===== src/rtl/aarr_pkg.sv =====
package aarr_pkg;

  // Bus geometry
  localparam int unsigned ADDR_W    = 16;
  localparam int unsigned DATA_W    = 32;
  localparam int unsigned BYTE_W    = 8;
  localparam int unsigned RES_W     = 16;
  localparam int unsigned NUM_PAIRS = 4;
  localparam int unsigned IDX_W     = 14;

  // Register indices; byte address is four times the index
  localparam logic [IDX_W-1:0] IDX_SUPPLY_HI = 14'h05c0;
  localparam logic [IDX_W-1:0] IDX_SUPPLY_LO = 14'h05c1;
  localparam logic [IDX_W-1:0] IDX_HLIM_HI   = 14'h05c2;
  localparam logic [IDX_W-1:0] IDX_HLIM_LO   = 14'h05c3;
  localparam logic [IDX_W-1:0] IDX_LLIM_HI   = 14'h05c4;
  localparam logic [IDX_W-1:0] IDX_LLIM_LO   = 14'h05c5;
  localparam logic [IDX_W-1:0] IDX_HEAT_HI   = 14'h05c6;
  localparam logic [IDX_W-1:0] IDX_HEAT_LO   = 14'h05c7;
  localparam logic [IDX_W-1:0] IDX_CONFIG    = 14'h05f0;
  localparam logic [IDX_W-1:0] IDX_STATUS    = 14'h05f1;

  // Result pair numbering
  localparam logic [1:0] CH_SUPPLY = 2'h0;
  localparam logic [1:0] CH_HLIM   = 2'h1;
  localparam logic [1:0] CH_LLIM   = 2'h2;
  localparam logic [1:0] CH_HEAT   = 2'h3;

  // Reset values
  localparam logic [BYTE_W-1:0] RESET_HI   = 8'h80;
  localparam logic [BYTE_W-1:0] RESET_LO   = 8'h00;
  localparam logic              RESET_HSEL = 1'b0;

  // Field positions
  localparam int unsigned CFG_HSEL_BIT = 0;

  typedef struct packed {
    logic [NUM_PAIRS-1:0][BYTE_W-1:0] hi;
    logic [NUM_PAIRS-1:0][BYTE_W-1:0] lo;
    logic [NUM_PAIRS-1:0]             frz;
    logic                             heat_sel;
    logic                             ack;
    logic                             slverr;
    logic [DATA_W-1:0]                rdata;
  } aarr_state_t;

endpackage : aarr_pkg


===== src/rtl/aarr_readout.sv =====
// Decided for this implementation: the APB interface to the registers.
`timescale 1ns/1ps
// How it works
// - Reading the high-limit high byte freezes its low byte until it is read.
// - Reading the low-limit high byte freezes its low byte until it is read.
// - Reading the heat-limit high byte freezes its low byte until it is read.
// - The high-limit pair holds the converter result of 0.8 times that threshold.
// - The low-limit pair holds the converter result of 0.8 times that threshold.
// - The heat pair takes the ordinary or balance heat result per the select bit.
// - The supply reference low byte reads at index 0x5c1 and resets to zero.
// - The high-limit pair reads high byte at 0x5c2 and low byte at 0x5c3.
// - The low-limit pair reads high byte at 0x5c4 and low byte at 0x5c5.
// - Each high byte resets to 0x80 and each low byte to zero.
// - Reading the supply reference high byte at 0x5c0 freezes its low byte.
module aarr_readout (
  input  wire logic                        i_clk,
  input  wire logic                        i_rst_n,
  input  wire logic                        i_ce,
  input  wire logic                        i_psel,
  input  wire logic                        i_penable,
  input  wire logic                        i_pwrite,
  input  wire logic [aarr_pkg::ADDR_W-1:0] i_paddr,
  input  wire logic [aarr_pkg::DATA_W-1:0] i_pwdata,
  output logic      [aarr_pkg::DATA_W-1:0] o_prdata,
  output logic                             o_pready,
  output logic                             o_pslverr,
  input  wire logic                        i_supply_valid,
  input  wire logic [aarr_pkg::RES_W-1:0]  i_supply_data,
  input  wire logic                        i_hlim_valid,
  input  wire logic [aarr_pkg::RES_W-1:0]  i_hlim_data,
  input  wire logic                        i_llim_valid,
  input  wire logic [aarr_pkg::RES_W-1:0]  i_llim_data,
  input  wire logic                        i_heat_valid,
  input  wire logic [aarr_pkg::RES_W-1:0]  i_heat_data,
  input  wire logic                        i_bheat_valid,
  input  wire logic [aarr_pkg::RES_W-1:0]  i_bheat_data,
  output logic                             o_heat_threshold_select
);
  import aarr_pkg::*;

  aarr_state_t                          state_reg;
  aarr_state_t                          state_next;
  logic        [NUM_PAIRS-1:0]          upd_v;
  logic        [NUM_PAIRS-1:0][RES_W-1:0] upd_d;
  logic        [IDX_W-1:0]              idx;
  logic                                 aligned;
  logic                                 in_pairs;
  logic        [1:0]                    pair;
  logic                                 pick_hi;
  logic                                 acc;

  assign idx      = i_paddr[ADDR_W-1:2];
  assign aligned  = (i_paddr[1:0] == 2'h0);
  assign in_pairs = aligned && (idx >= IDX_SUPPLY_HI) && (idx <= IDX_HEAT_LO);
  assign pair     = idx[2:1];
  assign pick_hi  = ~idx[0];
  assign acc      = i_psel && i_penable && !state_reg.ack;

  // Converter inputs; both limit DACs are sampled at 0.8x threshold
  // high-limit source
  assign upd_v[CH_HLIM]   = i_hlim_valid;
  assign upd_d[CH_HLIM]   = i_hlim_data;
  assign upd_v[CH_LLIM]   = i_llim_valid;
  assign upd_d[CH_LLIM]   = i_llim_data;
  assign upd_v[CH_SUPPLY] = i_supply_valid;
  assign upd_d[CH_SUPPLY] = i_supply_data;
  assign upd_v[CH_HEAT] = state_reg.heat_sel ? i_bheat_valid : i_heat_valid;
  assign upd_d[CH_HEAT] = state_reg.heat_sel ? i_bheat_data : i_heat_data;

  always_comb begin
    state_next     = state_reg;
    state_next.ack = acc;
    if (acc) begin
      state_next.slverr = 1'b0;
      state_next.rdata  = '0;
      if (i_pwrite) begin
        // Result bytes are read-only; writes there are dropped silently
        if (aligned && idx == IDX_CONFIG) begin
          state_next.heat_sel = i_pwdata[CFG_HSEL_BIT];
        end else if (!in_pairs && !(aligned && idx == IDX_STATUS)) begin
          state_next.slverr = 1'b1;
        end
      end else if (in_pairs) begin
        if (pick_hi) begin
          state_next.frz[pair] = 1'b1;
          state_next.rdata = {24'h000000, state_reg.hi[pair]};
        end else begin
          state_next.frz[pair] = 1'b0;
          state_next.rdata = {24'h000000, state_reg.lo[pair]};
        end
      end else if (aligned && idx == IDX_CONFIG) begin
        state_next.rdata = {31'h00000000, state_reg.heat_sel};
      end else if (aligned && idx == IDX_STATUS) begin
        state_next.rdata = {28'h0000000, state_reg.frz};
      end else begin
        state_next.slverr = 1'b1;
      end
    end
    // Freeze set this cycle also blocks the low byte, keeping the pair whole
    for (int ch = 0; ch < NUM_PAIRS; ch++) begin
      if (upd_v[ch]) begin
        state_next.hi[ch] = upd_d[ch][RES_W-1:BYTE_W];
        if (!state_next.frz[ch]) begin
          state_next.lo[ch] = upd_d[ch][BYTE_W-1:0];
        end
      end
    end
  end

  always_ff @(posedge i_clk) begin
    if (!i_rst_n) begin
      state_reg.hi       <= {NUM_PAIRS{RESET_HI}};
      state_reg.lo       <= {NUM_PAIRS{RESET_LO}};
      state_reg.frz      <= '0;
      state_reg.heat_sel <= RESET_HSEL;
      state_reg.ack      <= 1'b0;
      state_reg.slverr   <= 1'b0;
      state_reg.rdata    <= '0;
    end else if (i_ce) begin
      state_reg <= state_next;
    end
  end

  // One wait state; gated so a stalled block never completes a transfer
  assign o_pready  = state_reg.ack && i_ce;
  assign o_prdata  = state_reg.rdata;
  assign o_pslverr = state_reg.slverr;
  assign o_heat_threshold_select = state_reg.heat_sel;
endmodule : aarr_readout


===== config.mk =====
export PLATFORM = sky130hd
export DESIGN_NAME = aarr_readout
export DESIGN_NICKNAME = d
export VERILOG_FILES = /design/src/rtl/aarr_pkg.sv /design/src/rtl/aarr_readout.sv
export SDC_FILE = /design/constraint.sdc
export NUM_CORES = 1
export LEC_CHECK = 0
export BUFFER_PORTS_ARGS = -buffer_cell sky130_fd_sc_hd__buf_4
export CORE_ASPECT_RATIO = 1.4
export CORE_MARGIN = 3
export CORE_UTILIZATION = 44
export DETAILED_ROUTE_END_ITERATION = 7
export PLACE_DENSITY = 0.77
export SYNTH_ARGS = -nofsm -noshare
export SYNTH_HDL_FRONTEND = slang
export SYNTH_SLANG_ARGS = --single-unit

===== constraint.sdc =====
create_clock -name i_clk -period 2.6 [get_ports i_clk]
set_input_delay 0.39 -clock i_clk [delete_from_list [all_inputs] [get_ports i_clk]]
set_output_delay 0.39 -clock i_clk [all_outputs]
set_load 0.02 [all_outputs]

After elaboration in Yosys (flattened, before gate mapping)
Index checks and enable logic that the tools add are counted.
- register bits: 103
- bits in latches: 0
- memory bits (writable): 0
- bits in read-only memories: 0
- bits of input ports: 139
- output and inout port bits: 35
- word-level logic and storage cells: 74
- memories: 0
- add/sub/neg operators: 0
- $mul: 0
- divide/modulo/power cells: 0
- $lt $le $gt $ge: 4
- eq/ne operators: 2
- shift-type cells: 0
- multiplexer cells: 25
- bitwise operators: 7
- reductions and logical operators: 23
- operators by type and width (kind ; count):
    8-bit two-way mux ; 5
    8-bit binary-select mux with 2-bit select ; 2
    14-bit by 11-bit == test with 1-bit output (second input constant) ; 2
    4-bit two-way mux ; 5
    16-bit two-way mux ; 1
    14-bit by 11-bit >= comparator with 1-bit output (second input constant) ; 1
    14-bit by 11-bit less-or-equal comparator with 1-bit output (second input constant) ; 1
    3-bit AND reduction ; 4
    1-bit two-way mux ; 10
    2-bit AND reduction ; 5
    1-bit logical AND ; 9
    5-bit two-way mux ; 1
    4-bit bitwise AND ; 1
    1-bit inverter ; 4
    4-bit inverter ; 1
    4-bit OR ; 1
    4-bit AND reduction ; 1
    1-bit logical NOT ; 3
    2-bit by 3-bit less-than comparator with 1-bit output (second input constant) ; 1
    1-bit demux with 2-bit select ; 1
    2-bit by 1-bit >= comparator with 1-bit output (second input constant) ; 1
    2-bit logical NOT ; 1

Depth between registers and ports, before layout
Gate-level depths: netlist (run 1).
- depth after elaboration: 12
- gate-level depth with buffers: 8
- depth with buffers taken out: 5

Least setup slack after synthesis (run 1)
Ideal clock, no wire load.
- path type: input -> register
- start point: input i_paddr[11] (netlist name)
- end point: register state_reg[39] (netlist name)
- library setup time: 75 ps
- arrival: 2697 ps
- data required time: 2525 ps
- path slack: -172 ps
- stages: 6
- path buffers: 1
- cell sequence: or4_4 -> or4_4 -> buf_6 -> nor4_2 -> mux2i_1 -> mux2i_1
- word-level cells in the longest chain between the ends: 8
- elaborated cells on any way between the ends: 9
- classes of those cells: 2 x order compare; 3 x mux; 1 x bitwise; 3 x reduce/logical
- RTL lines (element ; line ; text):
    from (decl) ; aarr_readout.sv:22 ; input wire logic [aarr_pkg::ADDR_W-1:0] i_paddr,
    14-bit by 11-bit >= comparator with 1-bit output ; aarr_readout.sv:54 ; assign in_pairs = aligned && (idx >= IDX_SUPPLY_HI) && (idx <= IDX_HEAT_LO);
    1-bit logical AND ; aarr_readout.sv:54 ;
    1-bit logical AND (*) ; aarr_readout.sv:54 ;
    4-bit two-way mux (*) ; aarr_readout.sv:83 ; end else if (in_pairs) begin
    4-bit two-way mux (*) ; aarr_readout.sv:76 ; if (i_pwrite) begin
    5-bit two-way mux (*) ; aarr_readout.sv:73 ; if (acc) begin
    1-bit inverter (no source line) (*) ; - ;
    3-bit AND reduction (no source line) (*) ; - ;
    to (signal assigned) ; aarr_readout.sv:120 ; state_reg <= state_next;
    to (decl) ; aarr_readout.sv:41 ; aarr_state_t state_reg;
Every way passes the cells marked *; elsewhere a longest branch is shown, timed or not.
A chain may end at the register's enable or synchronous reset.

Worst setup path after layout (run 1)
- start point: input i_paddr[11] (netlist name)
- end point: register state_reg[36] (netlist name)
- word-level cells in the longest chain between the ends: 6
- elaborated cells on any way between the ends: 7
- classes of those cells: 2 x order compare; 3 x mux; 2 x reduce/logical
- RTL lines (element ; line):
    14-bit by 11-bit >= comparator with 1-bit output ; aarr_readout.sv:54
    1-bit logical AND ; aarr_readout.sv:54
    1-bit logical AND (*) ; aarr_readout.sv:54
    4-bit two-way mux (*) ; aarr_readout.sv:83
    4-bit two-way mux (*) ; aarr_readout.sv:76
    5-bit two-way mux (*) ; aarr_readout.sv:73
Marks and branches as above.

==> results.yml, run 1 <==
run_status:
  status: "completed"
synth:
  synth-adder-area-share_pct: 0
  synthMuxAreaShare_pct: 21.2
  synth_area_leaders: "dfxtp_1 38%, mux2i_1 12%, nand2_1 10%"
  yosys.area_share.simple_pct: 19.8
  syn-cell-area_sq_mm: 0.00420
  synth-seq-cells: 79
  synthXorXnorAreaFrac_pct: 0
  synthCells: 456
  yosysWarnings: 0
  yosysSeqAreaShare_pct: 37.7
  synth_top_cell_by_area: "dfxtp_1"
  synth_top_family_by_area: "multiplexers"
  synth_top_area_share_pct: 37.7
  synth-compound-area-share_pct: 12.2
  synth_cell_types: 42
  syn-mean-instance-area_sq_um: 9.21
clock_network:
  clk_path_buf_depth: 2
  cts-root-buf: "clkbuf_16"
  clock_latency_ns: 0.34
  cts_setup_buffers: 0
  ctsHoldBuffers: 0
  cts_sinks: 79
  htreeDepth: 3
  cts-buffers-inserted: 9
  clkSlewWorstSetupHoldPaths_ns: 0.05
  cts_resized: 0
  cts_tree: "built"
floorplan:
  die_w_microns: 88.6
  start_util_pct: 45.7
  die_y_microns: 122
  die-area_sq_mm: 0.0108
  core-area_sq_mm: 0.00918
  rows: 41
  ios: 174
worst_setup_path:
  worstPathMaxFanout: 5
  crit_arrival_ns: 2.55
  crit_path_end_kind: "flip-flop"
  crit_path_start_kind: "primary input"
  r2r_cells: 5
  reg2reg_setup_slack_ns: 0.62
  cp.required_ns: 2.86
  r2r-start: "o_heat_threshold_select"
  r2r_end: "state_reg[70]"
  crit_type: "in -> reg"
final_layout:
  drive_above_1_share_pct: 30.5
  largest_reg_flops: 69
  area_growth_pct: 28.3
  antenna_cells: 0
  final_nets: 695
  n_fill_cell: 775
  multi_input_area_sq_mm: 0.00235
  seqCellArea_sq_mm: 0.00158
  layout_common_cells: "123 x buf_4, 115 x nand2_1, 79 x dfxtp_1, 49 x mux2i_1"
  final_common_cell: "buf_4"
sta:
  setup_viol: 0
  max_clock_freq_mhz: 436
  finalHoldViolCount: 0
  hold_slack_ns: 0.263
  relSlewSlack_pct: 63.9
  skew_ns: 0.00546
  max_slew.worst_pin.slew_ns: 0.541
  fin_crit_ns: 2.29
  rsz0062_at_grt: "false"
  maxSlewViolCount: 0
  fin_crit_sh_pct: 88.1
routing:
  ant_nets: 0
  num_vias: 3592
  drt_pass1_iterations: 5
  drc: 0
  vias_per_cell: 5.38
  avgRoutedWirePerCell_microns: 16.3
  wirelength_microns: 10900
  drt_iter0_markers: 183
min_path:
  hold_class: "in -> reg"
  min_from: "i_llim_data[15]"
  hold_end: "state_reg[94]"
  holdPathStages: 3
global_route:
  grt_max_degree: 57
  grt_usage_pct: 20.3
  grt_pass1_vias: 3479
  overflow: 0
  antenna_found_initial: 0
  grt_pass1_wl_microns: 16400
power_and_ir_drop:
  p_leak_nw: 2.44
  vdd_drop_max_mv: 0.393
  p_per_area_mw_per_mm2: 544
  total_power_w: 0.00293
place:
  dpl.hpwl_microns: 8090
  port_buffers: 118
  gp_congestion: 0.855
flow_run:
  cap_violations: 0
## worst max path at each step
stage / start / to / slack [ns] / cells past startpoint
detailed placement: i_paddr[11] / state_reg[40] / -0.02 / 7
global route: i_paddr[11] / state_reg[56] / 0.25 / 7
global placement: i_paddr[11] / state_reg[36] / 0.02 / 7
CTS: i_paddr[11] / state_reg[45] / 0.32 / 7
finish: i_paddr[11] / state_reg[36] / 0.31 / 7
floorplan: i_paddr[11] / state_reg[47] / 0.01 / 6
## metrics by stage
step	TNS [ns]	cell area [sq um]	std cells	utilization, %	worst slack, ns
finish	0	5390	668	58.7	0.308
global route	0	5390	668	58.7	0.247
CTS	0	5390	668	58.7	0.316
detailed placement	-0.0791	5090	652	55.4	-0.0200
global placement	0	5090	652	55.4	0.0206
floorplan	0	4310	479	-	0.00988
## metal layers
metal  track usage [%]  share of wire (%)  up-vias
li1                  -                  -     1741
met1              22.8                 39     1701
met4              9.64                2.7        0
met5                 0                  0        -
met3              4.74                6.4       18
met2              35.6                 52      132
## power breakdown
group / switching, W / leakage [nW] / internal (W)
clock: 0.000470 / 0.151 / 0.000745
combinational: 0.000203 / 1.64 / 0.000219
sequential: 0.0000293 / 0.646 / 0.00127
## final cells by class
| class | instances | area share (%) |
|---|---|---|
| clock buffer | 13 | 5.20 |
| timing repair buffer | 128 | 19.0 |
| inverter | 1 | 0.0697 |
| multi-input combinational | 337 | 43.6 |
| tap | 107 | 2.49 |
| sequential | 79 | 29.4 |
| clock inverter | 3 | 0.279 |
## synth_stat cells
cell type and instances:
a21boi_0 24, a21boi_1 1, a21oi_1 3, a22o_1 3
and2_1 9, and3_1 4, and3b_1 1, buf_1 4
buf_2 3, buf_4 32, buf_6 2, clkbuf_1 21
conb_1 1, dfxtp_1 79, inv_1 1, mux2_2 1
mux2i_1 52, mux4_2 16, nand2_1 115, nand2b_1 4
nand3_1 7, nand3b_1 2, nand4b_1 2, nand4bb_1 2
nor2_1 10, nor2b_1 2, nor3_1 3, nor3_2 2
nor4_1 1, nor4_2 1, nor4_4 1, nor4b_1 1
o211a_1 9, o21a_1 3, o21ai_0 17, o311a_1 8
o31ai_1 1, or2_1 1, or2_2 1, or3_1 3
or4_1 1, or4_4 2
## critical path, stage by stage
cell and delay [ns]:
buf_4 0.11, or4_4 0.53, or4_4 0.55, buf_4 0.18
or2_1 0.27, or3_1 0.35, a21boi_0 0.17
## logic make-up (layout without fill, tap and decap cells)
group / after synthesis / after routing
and+or+nand+nor: 175 / 175
DFF: 79 / 79
AOI/OAI and AO/OA: 69 / 69
muxes: 69 / 69
buffers and inverters: 63 / 145
other: 1 / 24
Power figures use the tool's default switching activity.
==> run 2: changes to the inputs <==
==> constraint.sdc (replaced) <==
create_clock -name i_clk -period 2 [get_ports i_clk]
set_input_delay 0.3 -clock i_clk [delete_from_list [all_inputs] [get_ports i_clk]]
set_output_delay 0.3 -clock i_clk [all_outputs]
set_load 0.02 [all_outputs]
==> results.yml, run 2 (synthesis results as in run 1) <==
run_status:
  status: "finished with violations"
  failed_checks: "setup timing"
global_route:
  grt_max_degree: 42
  antenna_found_initial: 0
  grt_pass1_vias: 3711
  grt_pass1_wl_microns: 17000
  overflow: 0
  grt_usage_pct: 20.7
floorplan:
  die_y_microns: 122
  die_w_microns: 88.6
  rows: 41
  core-area_sq_mm: 0.00918
  ios: 174
  start_util_pct: 45.7
  die-area_sq_mm: 0.0108
final_layout:
  largest_reg_flops: 69
  n_fill_cell: 761
  area_growth_pct: 33.5
  final_area_sq_mm: 0.00561
  final_cells: 688
  final_nets: 715
  final_common_cell: "buf_4"
  antenna_cells: 0
  drive_above_1_share_pct: 33.4
  layout_common_cells: "141 x buf_4, 115 x nand2_1, 79 x dfxtp_1, 47 x mux2i_1, 24 x conb_1"
clock_network:
  cts_sinks: 79
  clock_latency_ns: 0.34
  ctsHoldBuffers: 0
  cts_tree: "built"
  cts-buffers-inserted: 9
  clk_path_buf_depth: 2
  htreeDepth: 3
  cts-root-buf: "clkbuf_16"
  clkSlewWorstSetupHoldPaths_ns: 0.06
worst_setup_path:
  cp.required_ns: 2.26
  r2r-start: "state_reg[33]"
  crit_chain: "buf_6 -> or4_4 -> or4_4 -> nor4_4 -> mux2i_4 -> buf_12 -> mux2i_2"
  crit_arrival_ns: 2.33
  crit_path_end_kind: "flip-flop"
  crit_start: "i_paddr[1]"
  crit_type: "in -> reg"
  crit_path_start_kind: "primary input"
  cpMostUsedCell: "or4_4"
  max_stage_delay_ns: 0.52
  reg2reg_setup_slack_ns: 0.25
  worstPathMaxFanout: 8
  cp_slowest_cell: "or4_4"
flow_run:
  cap_violations: 0
routing:
  drc: 0
  drt_iter0_markers: 228
  ant_nets: 0
  avgRoutedWirePerCell_microns: 16.0
  num_vias: 3704
  wirelength_microns: 11000
  drt_pass1_iterations: 4
  vias_per_cell: 5.38
place:
  place_inst: 669
  place_ws_ns: -0.481
  port_buffers: 118
  dpl.hpwl_microns: 8360
  place_area_sq_mm: 0.00525
  gp_congestion: 0.907
power_and_ir_drop:
  total_power_w: 0.00397
  p_per_area_mw_per_mm2: 709
  vdd_drop_max_mv: 0.461
  p_leak_nw: 2.55
min_path:
  min_from: "i_hlim_data[15]"
  hold_class: "in -> reg"
sta:
  setup_viol: 10
  maxSlewViolCount: 0
  fin_crit_ns: 2.06
  finalHoldViolCount: 0
  rsz0062_at_grt: "true"
  max_clock_freq_mhz: 484
  fin_crit_sh_pct: 103
  skew_ns: 0.00453
  worst_slack_ns: -0.0647
run 2: what timing repair did:
action / CTS / global route
cloned: 1 / 0
endpoints found under the setup margin: 36 / 35
setup buffers: 1 / 1
pin swaps: 4 / 1
resized for setup: 3 / 6
run 2: power by group:
part	switching, W	total [W]	internal (W)
Sequential	0.0000410	0.00169	0.00165
Combinational	0.000270	0.000574	0.000303
Clock	0.000627	0.00171	0.00109
run 2: routing by layer:
| metal | track usage, % | wire, microns | part of all wire (%) |
|---|---|---|---|
| met2 | 35.9 | 5710 | 52 |
| met1 | 24.2 | 4280 | 39 |
| met5 | 0 | 0 | 0 |
| met3 | 3.65 | 637 | 5.8 |
| met4 | 10.2 | 385 | 3.5 |
run 2: path summary, 6_finish.rpt:
| kind | end | depth (start not counted) |
|---|---|---|
| min | state_reg[86] | 3 |
| min reg2reg | state_reg[61] | 2 |
| max | state_reg[43] | 7 |
| max reg2reg | state_reg[43] | 6 |
run 2: area by class of cell:
| type | instances | area (sq um) | share of cell area (%) |
|---|---|---|---|
| Multi-Input combinational cell | 337 | 2400 | 42.8 |
| Sequential cell | 79 | 1580 | 28.2 |
| Timing Repair Buffer | 148 | 1170 | 20.9 |
| Clock buffer | 10 | 229 | 4.08 |
| Tap cell | 107 | 134 | 2.39 |
| Clock inverter | 6 | 85.1 | 1.52 |
| Inverter | 1 | 3.75 | 0.0670 |
run 2: critical path: cells and delay by family:
kind,cells,cell delay (ns)
and+or+nand+nor,3,1.27
buffers and inverters,2,0.25
muxes,2,0.51
run 2: through the flow:
stage          hold slack, ns  setup TNS, ns  utilization, %
2_1_floorplan           0.424         -12.54               -
3_3_place_gp            0.441         -15.86            57.1
3_5_place_dp            0.448         -17.16            57.1
4_1_cts                 0.179         -0.827            60.8
5_1_grt                 0.200          -1.57            61.0
6_report                0.185         -0.277            61.0
